### config.mk
export PLATFORM = sky130hd
export DESIGN_NAME = fid_core
export DESIGN_NICKNAME = d
export VERILOG_FILES = /design/src/rtl/fid_pkg.sv /design/src/rtl/fid_core.sv
export SDC_FILE = /design/constraint.sdc
export NUM_CORES = 1
export LEC_CHECK = 0
export BUFFER_PORTS_ARGS = -buffer_cell sky130_fd_sc_hd__buf_2
export CAP_MARGIN = 20
export CORE_AREA = 3 3 169 171
export CTS_BUF_LIST = sky130_fd_sc_hd__clkbuf_8
export DETAILED_ROUTE_END_ITERATION = 6
export DIE_AREA = 0 0 172 174
export GPL_ROUTABILITY_DRIVEN = 0
export PLACE_DENSITY = 0.6
export SKIP_LAST_GASP = 1
export SYNTH_ARGS = -nofsm -noshare
export SYNTH_HDL_FRONTEND = slang
export SYNTH_SLANG_ARGS = --single-unit
export TNS_END_PERCENT = 50
### constraint.sdc
create_clock -name sys_clk -period 3.4 [get_ports sys_clk]
set_input_delay 1.02 -clock sys_clk [delete_from_list [all_inputs] [get_ports sys_clk]]
set_output_delay 1.02 -clock sys_clk [all_outputs]
set_load 0.01 [all_outputs]
### src/rtl/fid_pkg.sv
// constants and carrier types for the 14-bit instruction decode and execute core
// Summary of operation
// - bit clear/set read whole register, change one bit, write all eight back
// - OR, AND, XOR of accumulator with file (0100/0101/0110) change only zero flag
// - dec_skip_zero decrements to destination; zero result discards next word
// - inc_skip_zero increments to destination; zero result skips next; flags untouched
// - rotate left/right through carry; only carry flag changes
// - bit word: prefix 01, op, bit index, address; test_skip_clear skips on zero
// - test_skip_set discards next fetched word and runs a no-op when bit is one
// - program counter change or true test costs two cycles, second a no-op
// - port register operand read from pin levels, not the output latch
// - read-modify-write on timer_zero_count clears prescaler when assigned to timer
// - add_lit_acc adds literal to accumulator, updates carry, nibble carry, zero
// - and_lit_acc ANDs literal into accumulator, only zero flag changes
// - or_lit_acc ORs literal into accumulator, only zero flag changes
// - sub_lit_acc computes literal minus accumulator, updates carry, nibble carry, zero
// - return_lit loads literal into accumulator and pops return address, two cycles
// - subroutine return pops top of stack into program counter, two cycles
// - return_interrupt pops program counter, re-enables global interrupts, two cycles
// - standby word enters sleep in one cycle, sets expired bit, clears sleep bit
// - destination bit zero writes accumulator, one writes the file register
// - one instruction cycle spans four clocks
package fid_pkg;

  // ****************************************
  // timing
  // ****************************************
  localparam int OSC_PER_CYCLE = 4;
  localparam logic [1:0] PH_DECODE = 2'h0;
  localparam logic [1:0] PH_READ = 2'h1;
  localparam logic [1:0] PH_CALC = 2'h2;
  localparam logic [1:0] PH_WRITE = 2'h3;

  // ****************************************
  // opcode groups and codes
  // ****************************************
  localparam logic [1:0] GRP_BYTE = 2'h0;
  localparam logic [1:0] GRP_BIT = 2'h1;
  localparam logic [1:0] GRP_CTRL = 2'h2;
  localparam logic [1:0] GRP_LIT = 2'h3;

  localparam logic [3:0] NB_MOVE_ACC = 4'h0;
  localparam logic [3:0] NB_CLEAR = 4'h1;
  localparam logic [3:0] NB_SUB = 4'h2;
  localparam logic [3:0] NB_DEC = 4'h3;
  localparam logic [3:0] NB_OR = 4'h4;
  localparam logic [3:0] NB_AND = 4'h5;
  localparam logic [3:0] NB_XOR = 4'h6;
  localparam logic [3:0] NB_ADD = 4'h7;
  localparam logic [3:0] NB_MOVE = 4'h8;
  localparam logic [3:0] NB_COMP = 4'h9;
  localparam logic [3:0] NB_INC = 4'ha;
  localparam logic [3:0] NB_DEC_SKIP = 4'hb;
  localparam logic [3:0] NB_ROT_RIGHT = 4'hc;
  localparam logic [3:0] NB_ROT_LEFT = 4'hd;
  localparam logic [3:0] NB_SWAP = 4'he;
  localparam logic [3:0] NB_INC_SKIP = 4'hf;

  localparam logic [1:0] BO_CLEAR = 2'h0;
  localparam logic [1:0] BO_SET = 2'h1;
  localparam logic [1:0] BO_TEST_CLR = 2'h2;
  localparam logic [1:0] BO_TEST_SET = 2'h3;

  // move and return match the top two nibble bits, subtract and add the top three
  localparam logic [1:0] LN_MOVE = 2'h0;
  localparam logic [1:0] LN_RETURN = 2'h1;
  localparam logic [3:0] LN_OR = 4'h8;
  localparam logic [3:0] LN_AND = 4'h9;
  localparam logic [3:0] LN_XOR = 4'ha;
  localparam logic [2:0] LN_SUB = 3'h6;
  localparam logic [2:0] LN_ADD = 3'h7;

  localparam logic [13:0] W_RETURN = 14'h0008;
  localparam logic [13:0] W_RET_INT = 14'h0009;
  localparam logic [13:0] W_SLEEP = 14'h0063;
  localparam logic [13:0] W_WDT_CLR = 14'h0064;
  localparam logic [13:0] W_NOP = 14'h0000;

  // ****************************************
  // file addresses, sizes and reset values
  // ****************************************
  localparam logic [6:0] A_TIMER_ZERO = 7'h01;
  localparam logic [6:0] A_PORT_FIRST = 7'h05;
  localparam logic [6:0] A_PORT_LAST = 7'h09;
  localparam int STACK_DEPTH = 8;
  localparam logic [12:0] RST_PC = 13'h0000;
  localparam logic [7:0] RST_ACC = 8'h00;

  typedef struct packed {
    logic [6:0] addr;
    logic wrEn;
    logic [7:0] wrData;
  } fid_fbus_t;

  typedef struct packed {
    logic expired;
    logic sleepN;
    logic z;
    logic nibCarry;
    logic c;
  } fid_flags_t;

endpackage

### src/rtl/fid_core.sv
// instruction decode and execute core for a 14-bit instruction word set
module fid_core (
  input wire logic sys_clk,
  input wire logic sys_rst,
  output logic [12:0] progAddr,
  input wire logic [13:0] progWord,
  input wire logic [1:0] pageSel,
  output fid_pkg::fid_fbus_t fileBus,
  input wire logic [7:0] fileRdData,
  input wire logic [7:0] pinLevels,
  input wire logic prescAssigned,
  output logic prescClr,
  input wire logic wakeReq,
  input wire logic gieClr,
  output logic [7:0] accOut,
  output fid_pkg::fid_flags_t flagsOut,
  output logic gieOut,
  output logic sleepOut
);

  logic [1:0] qQ;
  logic [13:0] irQ;
  logic flushQ;
  logic sleepQ;
  logic [12:0] pcQ;
  logic [7:0] accQ;
  logic [7:0] opQ;
  fid_pkg::fid_flags_t flagsQ;
  logic gieQ;
  logic prescClrQ;
  fid_pkg::fid_fbus_t fileBusQ;
  logic [12:0] stkMem [fid_pkg::STACK_DEPTH];
  logic [2:0] spQ;
  logic [7:0] pinS1Q, pinS2Q, pinS3Q, pinStableQ;

  logic exec;
  logic [1:0] grp;
  logic [3:0] nib;
  logic dBit;
  logic [2:0] bIdx;
  logic [6:0] fAd;
  logic [7:0] lit;
  logic [7:0] mask;
  logic isPort;
  logic [12:0] stackTop;

  logic [7:0] res, resFinal, addA, addB;
  logic cin, useSum, wrF, wrA, updZ, updC, updNibC, cNew;
  logic skip, jump, push, pop, retInt, goSleep, goWdt, rmwF, isLogic, isRot;
  logic [8:0] sum9;
  logic [4:0] nib5;

  assign exec = !flushQ && !sleepQ;
  assign grp = irQ[13:12];
  assign nib = irQ[11:8];
  assign dBit = irQ[7];
  assign bIdx = irQ[9:7];
  assign fAd = irQ[6:0];
  assign lit = irQ[7:0];
  assign mask = 8'h01 << bIdx;
  assign isPort = (fAd >= fid_pkg::A_PORT_FIRST) && (fAd <= fid_pkg::A_PORT_LAST);
  assign stackTop = stkMem[spQ - 3'h1];

  // ****************************************
  // instruction decode and arithmetic
  // ****************************************
  always_comb begin
    res = opQ;
    addA = opQ;
    addB = accQ;
    cin = 1'b0;
    useSum = 1'b0;
    wrF = 1'b0;
    wrA = 1'b0;
    updZ = 1'b0;
    updC = 1'b0;
    updNibC = 1'b0;
    cNew = flagsQ.c;
    skip = 1'b0;
    jump = 1'b0;
    push = 1'b0;
    pop = 1'b0;
    retInt = 1'b0;
    goSleep = 1'b0;
    goWdt = 1'b0;
    rmwF = 1'b0;
    isLogic = 1'b0;
    isRot = 1'b0;
    case (grp)
      fid_pkg::GRP_BYTE: begin
        wrF = dBit;
        wrA = !dBit;
        rmwF = dBit;
        case (nib)
          fid_pkg::NB_MOVE_ACC: begin
            res = accQ;
            wrA = 1'b0;
            rmwF = 1'b0;
            case (irQ)
              fid_pkg::W_RETURN: begin
                pop = 1'b1;
                jump = 1'b1;
              end
              fid_pkg::W_RET_INT: begin
                pop = 1'b1;
                jump = 1'b1;
                retInt = 1'b1;
              end
              fid_pkg::W_SLEEP: goSleep = 1'b1;
              fid_pkg::W_WDT_CLR: goWdt = 1'b1;
              default: ;
            endcase
          end
          fid_pkg::NB_CLEAR: begin
            res = 8'h00;
            updZ = 1'b1;
          end
          fid_pkg::NB_SUB: begin
            addB = ~accQ;
            cin = 1'b1;
            useSum = 1'b1;
            {updZ, updC, updNibC} = 3'h7;
          end
          fid_pkg::NB_DEC: begin
            res = opQ - 8'h01;
            updZ = 1'b1;
          end
          fid_pkg::NB_OR: begin
            res = accQ | opQ;
            updZ = 1'b1;
            isLogic = 1'b1;
          end
          fid_pkg::NB_AND: begin
            res = accQ & opQ;
            updZ = 1'b1;
            isLogic = 1'b1;
          end
          fid_pkg::NB_XOR: begin
            res = accQ ^ opQ;
            updZ = 1'b1;
            isLogic = 1'b1;
          end
          fid_pkg::NB_ADD: begin
            useSum = 1'b1;
            {updZ, updC, updNibC} = 3'h7;
          end
          fid_pkg::NB_MOVE: updZ = 1'b1;
          fid_pkg::NB_COMP: begin
            res = ~opQ;
            updZ = 1'b1;
          end
          fid_pkg::NB_INC: begin
            res = opQ + 8'h01;
            updZ = 1'b1;
          end
          fid_pkg::NB_DEC_SKIP: begin
            res = opQ - 8'h01;
            skip = (res == 8'h00);
          end
          fid_pkg::NB_ROT_RIGHT: begin
            res = {flagsQ.c, opQ[7:1]};
            cNew = opQ[0];
            updC = 1'b1;
            isRot = 1'b1;
          end
          fid_pkg::NB_ROT_LEFT: begin
            res = {opQ[6:0], flagsQ.c};
            cNew = opQ[7];
            updC = 1'b1;
            isRot = 1'b1;
          end
          fid_pkg::NB_SWAP: res = {opQ[3:0], opQ[7:4]};
          fid_pkg::NB_INC_SKIP: begin
            res = opQ + 8'h01;
            skip = (res == 8'h00);
          end
          default: ;
        endcase
      end
      fid_pkg::GRP_BIT: begin
        case (irQ[11:10])
          fid_pkg::BO_CLEAR: begin
            res = opQ & ~mask;
            wrF = 1'b1;
            rmwF = 1'b1;
          end
          fid_pkg::BO_SET: begin
            res = opQ | mask;
            wrF = 1'b1;
            rmwF = 1'b1;
          end
          fid_pkg::BO_TEST_CLR: skip = ((opQ & mask) == 8'h00);
          fid_pkg::BO_TEST_SET: skip = ((opQ & mask) != 8'h00);
          default: ;
        endcase
      end
      fid_pkg::GRP_CTRL: begin
        jump = 1'b1;
        push = !irQ[11];
      end
      fid_pkg::GRP_LIT: begin
        wrA = 1'b1;
        if (nib[3:2] == fid_pkg::LN_MOVE) begin
          res = lit;
        end else if (nib[3:2] == fid_pkg::LN_RETURN) begin
          res = lit;
          pop = 1'b1;
          jump = 1'b1;
        end else if (nib == fid_pkg::LN_OR) begin
          res = accQ | lit;
          updZ = 1'b1;
          isLogic = 1'b1;
        end else if (nib == fid_pkg::LN_AND) begin
          res = accQ & lit;
          updZ = 1'b1;
          isLogic = 1'b1;
        end else if (nib == fid_pkg::LN_XOR) begin
          res = accQ ^ lit;
          updZ = 1'b1;
          isLogic = 1'b1;
        end else if (nib[3:1] == fid_pkg::LN_SUB) begin
          addA = lit;
          addB = ~accQ;
          cin = 1'b1;
          useSum = 1'b1;
          {updZ, updC, updNibC} = 3'h7;
        end else if (nib[3:1] == fid_pkg::LN_ADD) begin
          addA = lit;
          useSum = 1'b1;
          {updZ, updC, updNibC} = 3'h7;
        end else begin
          wrA = 1'b0;
        end
      end
      default: ;
    endcase
  end

  // carry out of the subtract path means no borrow
  assign sum9 = {1'b0, addA} + {1'b0, addB} + {8'h00, cin};
  assign nib5 = {1'b0, addA[3:0]} + {1'b0, addB[3:0]} + {4'h0, cin};
  assign resFinal = useSum ? sum9[7:0] : res;

  // ****************************************
  // pin synchroniser and phase counter
  // ****************************************
  always_ff @(posedge sys_clk) begin
    if (sys_rst) begin
      pinS1Q <= 8'h00;
      pinS2Q <= 8'h00;
      pinS3Q <= 8'h00;
      pinStableQ <= 8'h00;
    end else begin
      pinS1Q <= pinLevels;
      pinS2Q <= pinS1Q;
      pinS3Q <= pinS2Q;
      if (pinS2Q == pinS3Q) begin
        pinStableQ <= pinS3Q;
      end
    end
  end

  always_ff @(posedge sys_clk) begin
    if (sys_rst) begin
      qQ <= fid_pkg::PH_DECODE;
    end else begin
      qQ <= qQ + 2'h1;
    end
  end

  // ****************************************
  // operand read and file write
  // ****************************************
  always_ff @(posedge sys_clk) begin
    if (sys_rst) begin
      opQ <= 8'h00;
    end else if (qQ == fid_pkg::PH_READ) begin
      opQ <= isPort ? pinStableQ : fileRdData;
    end
  end

  always_ff @(posedge sys_clk) begin
    if (sys_rst) begin
      fileBusQ <= '0;
      prescClrQ <= 1'b0;
    end else begin
      case (qQ)
        fid_pkg::PH_DECODE: fileBusQ.addr <= fAd;
        fid_pkg::PH_CALC: begin
          fileBusQ.wrEn <= exec && wrF;
          fileBusQ.wrData <= resFinal;
          prescClrQ <= exec && rmwF && (fAd == fid_pkg::A_TIMER_ZERO) && prescAssigned;
        end
        fid_pkg::PH_WRITE: begin
          fileBusQ.wrEn <= 1'b0;
          prescClrQ <= 1'b0;
        end
        default: ;
      endcase
    end
  end

  // ****************************************
  // accumulator, flags and control state
  // ****************************************
  always_ff @(posedge sys_clk) begin
    if (sys_rst) begin
      accQ <= fid_pkg::RST_ACC;
      flagsQ <= '{expired: 1'b1, sleepN: 1'b1, z: 1'b0, nibCarry: 1'b0, c: 1'b0};
    end else if (qQ == fid_pkg::PH_WRITE && exec) begin
      if (wrA) begin
        accQ <= resFinal;
      end
      if (updZ) begin
        flagsQ.z <= (resFinal == 8'h00);
      end
      if (updC) begin
        flagsQ.c <= useSum ? sum9[8] : cNew;
      end
      if (updNibC) begin
        flagsQ.nibCarry <= nib5[4];
      end
      if (goSleep || goWdt) begin
        flagsQ.expired <= 1'b1;
        flagsQ.sleepN <= goWdt;
      end
    end
  end

  always_ff @(posedge sys_clk) begin
    if (sys_rst) begin
      sleepQ <= 1'b0;
      gieQ <= 1'b0;
    end else begin
      if (qQ == fid_pkg::PH_WRITE && exec && goSleep) begin
        sleepQ <= 1'b1;
      end else if (wakeReq) begin
        sleepQ <= 1'b0;
      end
      // the return sets the enable even if a clear arrives together
      if (qQ == fid_pkg::PH_WRITE && exec && retInt) begin
        gieQ <= 1'b1;
      end else if (gieClr) begin
        gieQ <= 1'b0;
      end
    end
  end

  // ****************************************
  // fetch, program counter and stack
  // ****************************************
  always_ff @(posedge sys_clk) begin
    if (sys_rst) begin
      pcQ <= fid_pkg::RST_PC;
      irQ <= fid_pkg::W_NOP;
      flushQ <= 1'b0;
      spQ <= 3'h0;
    end else if (qQ == fid_pkg::PH_WRITE && !sleepQ) begin
      irQ <= progWord;
      // the prefetched word is turned into a no-op on any branch or skip
      flushQ <= exec && (jump || skip);
      if (exec && pop) begin
        pcQ <= stackTop;
        spQ <= spQ - 3'h1;
      end else if (exec && jump) begin
        pcQ <= {pageSel, irQ[10:0]};
        if (push) begin
          spQ <= spQ + 3'h1;
        end
      end else begin
        pcQ <= pcQ + 13'h0001;
      end
    end
  end

  always_ff @(posedge sys_clk) begin
    if (qQ == fid_pkg::PH_WRITE && exec && jump && push) begin
      stkMem[spQ] <= pcQ;
    end
  end

  assign progAddr = pcQ;
  assign fileBus = fileBusQ;
  assign prescClr = prescClrQ;
  assign accOut = accQ;
  assign flagsOut = flagsQ;
  assign gieOut = gieQ;
  assign sleepOut = sleepQ;
endmodule // fid_core

-- After elaboration in Yosys (flattened, before gate mapping)
Memories as Yosys holds them, arrays and structs flattened.
Index checks and enable logic that the tools add are counted.
- bitwise logic cells: 12
- equality and inequality tests: 32
- mux-type cells: 95
- magnitude comparators: 2
- add/sub/neg operators: 10
- reductions and logical operators: 50
- shifts and indexed selects: 1
- operator list (operator ; number):
    2-to-1 mux 8 bit ; 22
    one-hot mux 8 bit (11 select lines) ; 1
    2-to-1 mux 1 bit ; 49
    bitwise AND 8 bit ; 4
    equality test 4 bit, second input constant ; 8
    zero test 8 bit ; 4
    one-hot mux 8 bit (2 select lines) ; 2
    equality test 14 x 4 -> 1 bit, second input constant ; 2
    equality test 14 x 7 -> 1 bit, second input constant ; 2
    one-hot mux 1 bit (2 select lines) ; 14
    2-to-1 mux 13 bit ; 2
    NOT 8 bit ; 3
    OR 8 bit ; 3
    one-hot mux 8 bit (3 select lines) ; 1
    equality test 4 x 3 -> 1 bit, second input constant ; 4
    XOR 8 bit ; 2
    logical AND 1 bit ; 15
    adder 13 x 1 -> 13 bit, second input constant ; 1
    equality test 2 bit, second input constant ; 6
    nonzero test 2 bit ; 6
    OR reduction 10 bit ; 1
    OR reduction 2 bit ; 5
    adder 8 x 8 -> 9 bit ; 1
    adder 9 x 1 -> 9 bit ; 1
    other kinds (28) ; 43
- memories kept: 1
- output and inout bits: 45
- word-level logic and storage cells: 224
- RAM bits: 104
- register bits after elaboration: 104
- memory list (name ; depth ; width ; rd ports ; clocked after Yosys merged registers in ; write ports ; RTL line ; RTL):
    stkMem ; 8 ; 13 ; 1 ; 0 ; 1 ; fid_core.sv:32 ; logic [12:0] stkMem [fid_pkg::STACK_DEPTH];

-- Depth between registers and ports, before layout
- depth after elaboration: 13
- depth in mapped cells: 19

-- Worst setup path after synthesis
No wires, ideal clock.
- path type: flip-flop to flip-flop
- from: register irQ[12]
- to: register flagsQ (netlist bit flagsOut[2])
- arrival: 3507 ps
- data required time: 3316 ps
- buffers on the path: 2
- period minus slack after synthesis: 3591 ps
- setup time: 84 ps
- cell stages (with the launch flop): 19
- path slack: -191 ps
- cell sequence: dfxtp_1 -> inv_1 -> ha_1 -> buf_2 -> buf_1 -> a21oi_1 -> o21bai_1 -> a21oi_1 -> fa_1 -> inv_1 -> fa_1 -> a21o_1 -> a21oi_1 -> o21a_1 -> xnor2_1 -> a22oi_1 -> o21a_1 -> nand4_1 -> o31ai_2
- longest elaborated chain between the ends: 6
- RTL lines (what ; RTL line ; RTL):
    start: declaration ; fid_core.sv:22 ; logic [13:0] irQ;
    start signal: assignment ; fid_core.sv:355 ; irQ <= fid_pkg::W_NOP;
    start signal: assignment ; fid_core.sv:359 ; irQ <= progWord;
    equality test 2 bit or zero test 2 bit (tied branches) ; fid_core.sv:89 ; case (grp)
    one-hot mux 8 bit (2 select lines) or 2-to-1 mux 8 bit (tied branches) ; fid_core.sv:89 ;
    adder 8 x 8 -> 9 bit ; fid_core.sv:240 ; assign sum9 = {1'b0, addA} + {1'b0, addB} + {8'h00, cin};
    adder 9 x 1 -> 9 bit ; fid_core.sv:240 ;
    2-to-1 mux 8 bit ; fid_core.sv:242 ; assign resFinal = useSum ? sum9[7:0] : res;
    zero test 8 bit ; fid_core.sv:315 ; flagsQ.z <= (resFinal == 8'h00);
    end signal: assignment ; fid_core.sv:309 ; flagsQ <= '{expired: 1'b1, sleepN: 1'b1, z: 1'b0, nibCarry: 1'b0, c: 1'b0};
    end: declaration ; fid_core.sv:28 ; fid_pkg::fid_flags_t flagsQ;
Several ways; a longest one is shown, not always the timed one.
A chain may end at the register's enable or synchronous reset.

-- Worst setup path after layout
Same ends and word-level chain as after synthesis.

==> metrics.yaml <==
sta:
  worst_slew_pin_slew_ns: 0.740
  slew_viol_final: 0
  fmax_ghz: 0.311
  relSlewSlack_pct: 50.7
  setup_viol: 0
  skew_ns: 0.0356
  setup_tns_ns: 0
  rsz0062_at_grt: "false"
  hold_viol: 0
  min_period_over_period_pct: 94.5
  period_minus_slack_ns: 3.21
setup_path:
  crit_fanout: 7
  critical_path_class: "reg2reg"
  cp.buffers_inverters: 3
  cp-end-kind: "register"
  reg2reg_from: "irQ[12]$_SDFFE_PP0P_"
  crit_arrival_ns: 3.63
  cpMaxStageDelayCell: "dfxtp_2"
  cp.required_ns: 3.82
  r2r_slack_ns: 0.19
  crit_start: "irQ[12]$_SDFFE_PP0P_"
  crit_path_start_kind: "register"
  cpPeakStageDelay_ns: 0.36
  crit_family: "compound AO/OA/AOI/OAI gates"
  path_cells: "inv_1 -> ha_4 -> a21oi_1 -> o21bai_2 -> a21oi_2 -> fa_2 -> inv_1 -> fa_2 -> a21o_1 -> a21oi_2 -> buf_4 -> xor2_1 -> nor2_1 -> a211oi_2 -> nand4b_1 -> o31ai_2"
detailed_routing:
  firstDrtPassIters: 5
  drc: 0
  wirelength_mm: 35.1
  wire_per_inst_um: 21.2
  ant_nets: 0
  viasPerCell: 5.84
  drtIter0Drc: 931
  dr_total_vias: 9668
clocking:
  cts_tree: "done"
  htree_levels: 2
  clk_pin_slew_worst_paths_ns: 0.06
  insertion_delay_ns: 0.53
  clock_sinks: 208
  cts_made_buffers: 36
  cts_root_buffer: "clkbuf_8"
  cts_max_path_buffers: 3
hold_path:
  hp-start: "pinS1Q[2]$_SDFF_PP0_"
  min_path_type: "reg2reg"
synth:
  async_reset_ff_share_pct: 0
  synth_edf_count: 104
  synthesis.area_um2: 11800
  synth_top_area_share_pct: 26.4
  yosys-top-cells-area: "edfxtp_1 (26%), dfxtp_1 (18%), ha_1 (5.7%), mux4_2 (5.1%), mux2i_1 (4.1%)"
  ys_seq_area_share_pct: 44.0
  synth_nets: 1265
  ys_warn_count: 0
  syn_inst: 1172
  ys_types: 95
  avgSynthCellArea_um2: 10.1
  ys.flop_type: "edfxtp_1"
  yosysTopAreaCell: "edfxtp_1"
  ys_ff_latch: 208
cells_and_area:
  stdcell_count: 1655
  final_layout_size_suffix_gt1_share_pct: 23.6
  nNetsFinal: 1380
  antennaDiodeCount: 0
  area_delta_synth_final_pct: 15.6
  fillers: 2517
floorplan:
  std_cell_rows: 60
  die_area_um2: 29900
  die_width_um: 172
  dieHeight_um: 174
  design.core.area_um2: 27000
  initial_core_util_pct: 43.8
  num_io_pins: 82
placed_design:
  numPlacedInstances: 1586
  dp_hpwl_mm: 24.2
  io_buffers: 80
global_route:
  grt_pass1_wl_mm: 54.3
  grt_pass1_vias: 9225
  track_usage_pct: 23.3
  overflow: 0
  antenna_found_initial: 0
  grt_max_degree: 55
power:
  peakVddDrop_mv: 0.270
  leakage_uw: 0.00531
  p_per_area_nw_per_um2: 416
flow_run:
  cap_violations: 0
outcome:
  outcome: "complete, no violations"
-- logic make-up (layout without fill, tap and decap cells) --
family / count (synthesis) / count (layout) / share of synthesized area [%]
compound gates: 283 / 283 / 16.2
xor+xnor: 37 / 37 / 2.80
fa+ha+maj: 56 / 56 / 6.04
buf+inv: 133 / 275 / 5.38
flops: 208 / 208 / 44.0
mux: 85 / 85 / 10.3
other cells: 1 / 1 / 0.0317
simple gates: 369 / 369 / 15.3
-- routing by layer --
metal	vias up	GRT usage (%)	part of all wire, %
met5	-	0	0
met1	4597	35.1	46
met2	455	33.2	42
met3	73	5.07	9.0
li1	4543	-	-
met4	0	7.49	2.8
-- per-stage QoR --
step	hold slack [ns]	power, µW	setup WS, ns	instance area, µm²	util [%]
2_1_floorplan	0.414	3260	0.00560	11900	-
3_3_place_gp	0.420	3510	0.165	12900	47.7
3_5_place_dp	0.420	3510	0.0762	12900	47.7
4_1_cts	0.434	5740	0.0197	13600	50.4
5_1_grt	0.453	5970	0.00371	13700	50.7
6_report	0.432	5700	0.187	13700	50.7
-- repair_timing --
item,4_1_cts,5_1_grt
gates cloned,0,0
gates resized for setup,1,14
setup endpoints to repair,1,10
hold buffers,0,0
endpoints found under the hold margin,0,0
buffers inserted,0,3
pin swaps,0,7
-- registers in the layout, summed over array words and instances (netlist names) --
name / flops
stkMem: 104
fileBus: 16
irQ: 14
progAddr: 13
accOut: 8
opQ: 8
pinS1Q: 8
pinS2Q: 8
pinS3Q: 8
pinStableQ: 8
flagsOut: 4
spQ: 3
qQ: 2
flushQ: 1
gieOut: 1
prescClr: 1
sleepOut: 1
-- report_power, final --
part | internal (µW) | switching (µW) | total, µW
Sequential | 2660 | 40.9 | 2700
Combinational | 302 | 483 | 785
Clock | 1230 | 984 | 2210
Total | 4190 | 1510 | 5700
-- final cells by class --
| class | instances | area [µm²] | share of cell area [%] |
|---|---|---|---|
| timing repair buffer | 168 | 1090 | 7.93 |
| inverter | 42 | 158 | 1.15 |
| clock buffer | 46 | 633 | 4.62 |
| sequential | 208 | 5220 | 38.1 |
| tap | 341 | 427 | 3.12 |
| clock inverter | 19 | 100 | 0.731 |
| multi-input combinational | 831 | 6070 | 44.4 |
-- synth_stat cells (3+ instances only) --
cell,count
a31o_2,4
nor2_1,114
o211ai_1,14
mux4_2,27
nor3b_1,5
a21oi_1,71
xor2_1,17
buf_4,4
o221ai_1,5
clkbuf_1,43
clkinv_1,3
a31oi_1,11
nand3_1,24
a221oi_1,5
nand2_1,93
or2_2,3
a221o_1,5
o21ai_0,59
nand2b_1,7
o31ai_1,4
nor3_1,26
nand4_1,14
a22oi_1,11
o22ai_1,4
inv_1,36
ha_1,54
mux2_2,8
inv_2,3
buf_6,9
or3_1,4
edfxtp_1,104
o21ai_1,3
xnor2_1,19
a211oi_1,42
buf_2,25
dfxtp_1,104
nor2b_1,39
buf_1,7
mux2i_1,48
a21o_1,3
and2b_1,4
nor4_1,14
o21a_1,6
and3_1,4
-- final timing paths --
| kind | depth (start not counted) | end |
|---|---|---|
| worst min-delay path | 1 | pinS2Q[2]$_SDFF_PP0_ |
| worst min register to register | 1 | pinS2Q[2]$_SDFF_PP0_ |
| worst max-delay path | 16 | flagsOut[2]$_SDFFE_PP0P_ |
| worst max register to register | 16 | flagsOut[2]$_SDFFE_PP0P_ |
-- worst register-to-register path: cells and delay by family, from the launching register on --
kind / cells / cell delay (ns)
and+or+nand+nor: 2 / 0.24
AOI/OAI and AO/OA: 7 / 1.31
xor gates and xnor gates: 1 / 0.15
buffers and inverters: 3 / 0.28
adders and majority gates: 3 / 0.76
DFF: 1 / 0.36
-- placed cells by master, fill, tap and decap left out, drive strengths merged, types with 6 or more instances in the layout --
cell and instances:
a211oi 44, a21oi 71, a221oi 6, a22oi 13, a31oi 11, buf 167, clkbuf 47, clkinv 12
dfxtp 104, edfxtp 104, ha 54, inv 49, mux2 9, mux2i 48, mux4 28, nand2 94
nand2b 7, nand3 25, nand4 15, nor2 115, nor2b 39, nor3 26, nor4 15, o211ai 14
o21a 6, o21ai 63, xnor2 19, xor2 18
Note: power is estimated with default switching activity, not from simulation.
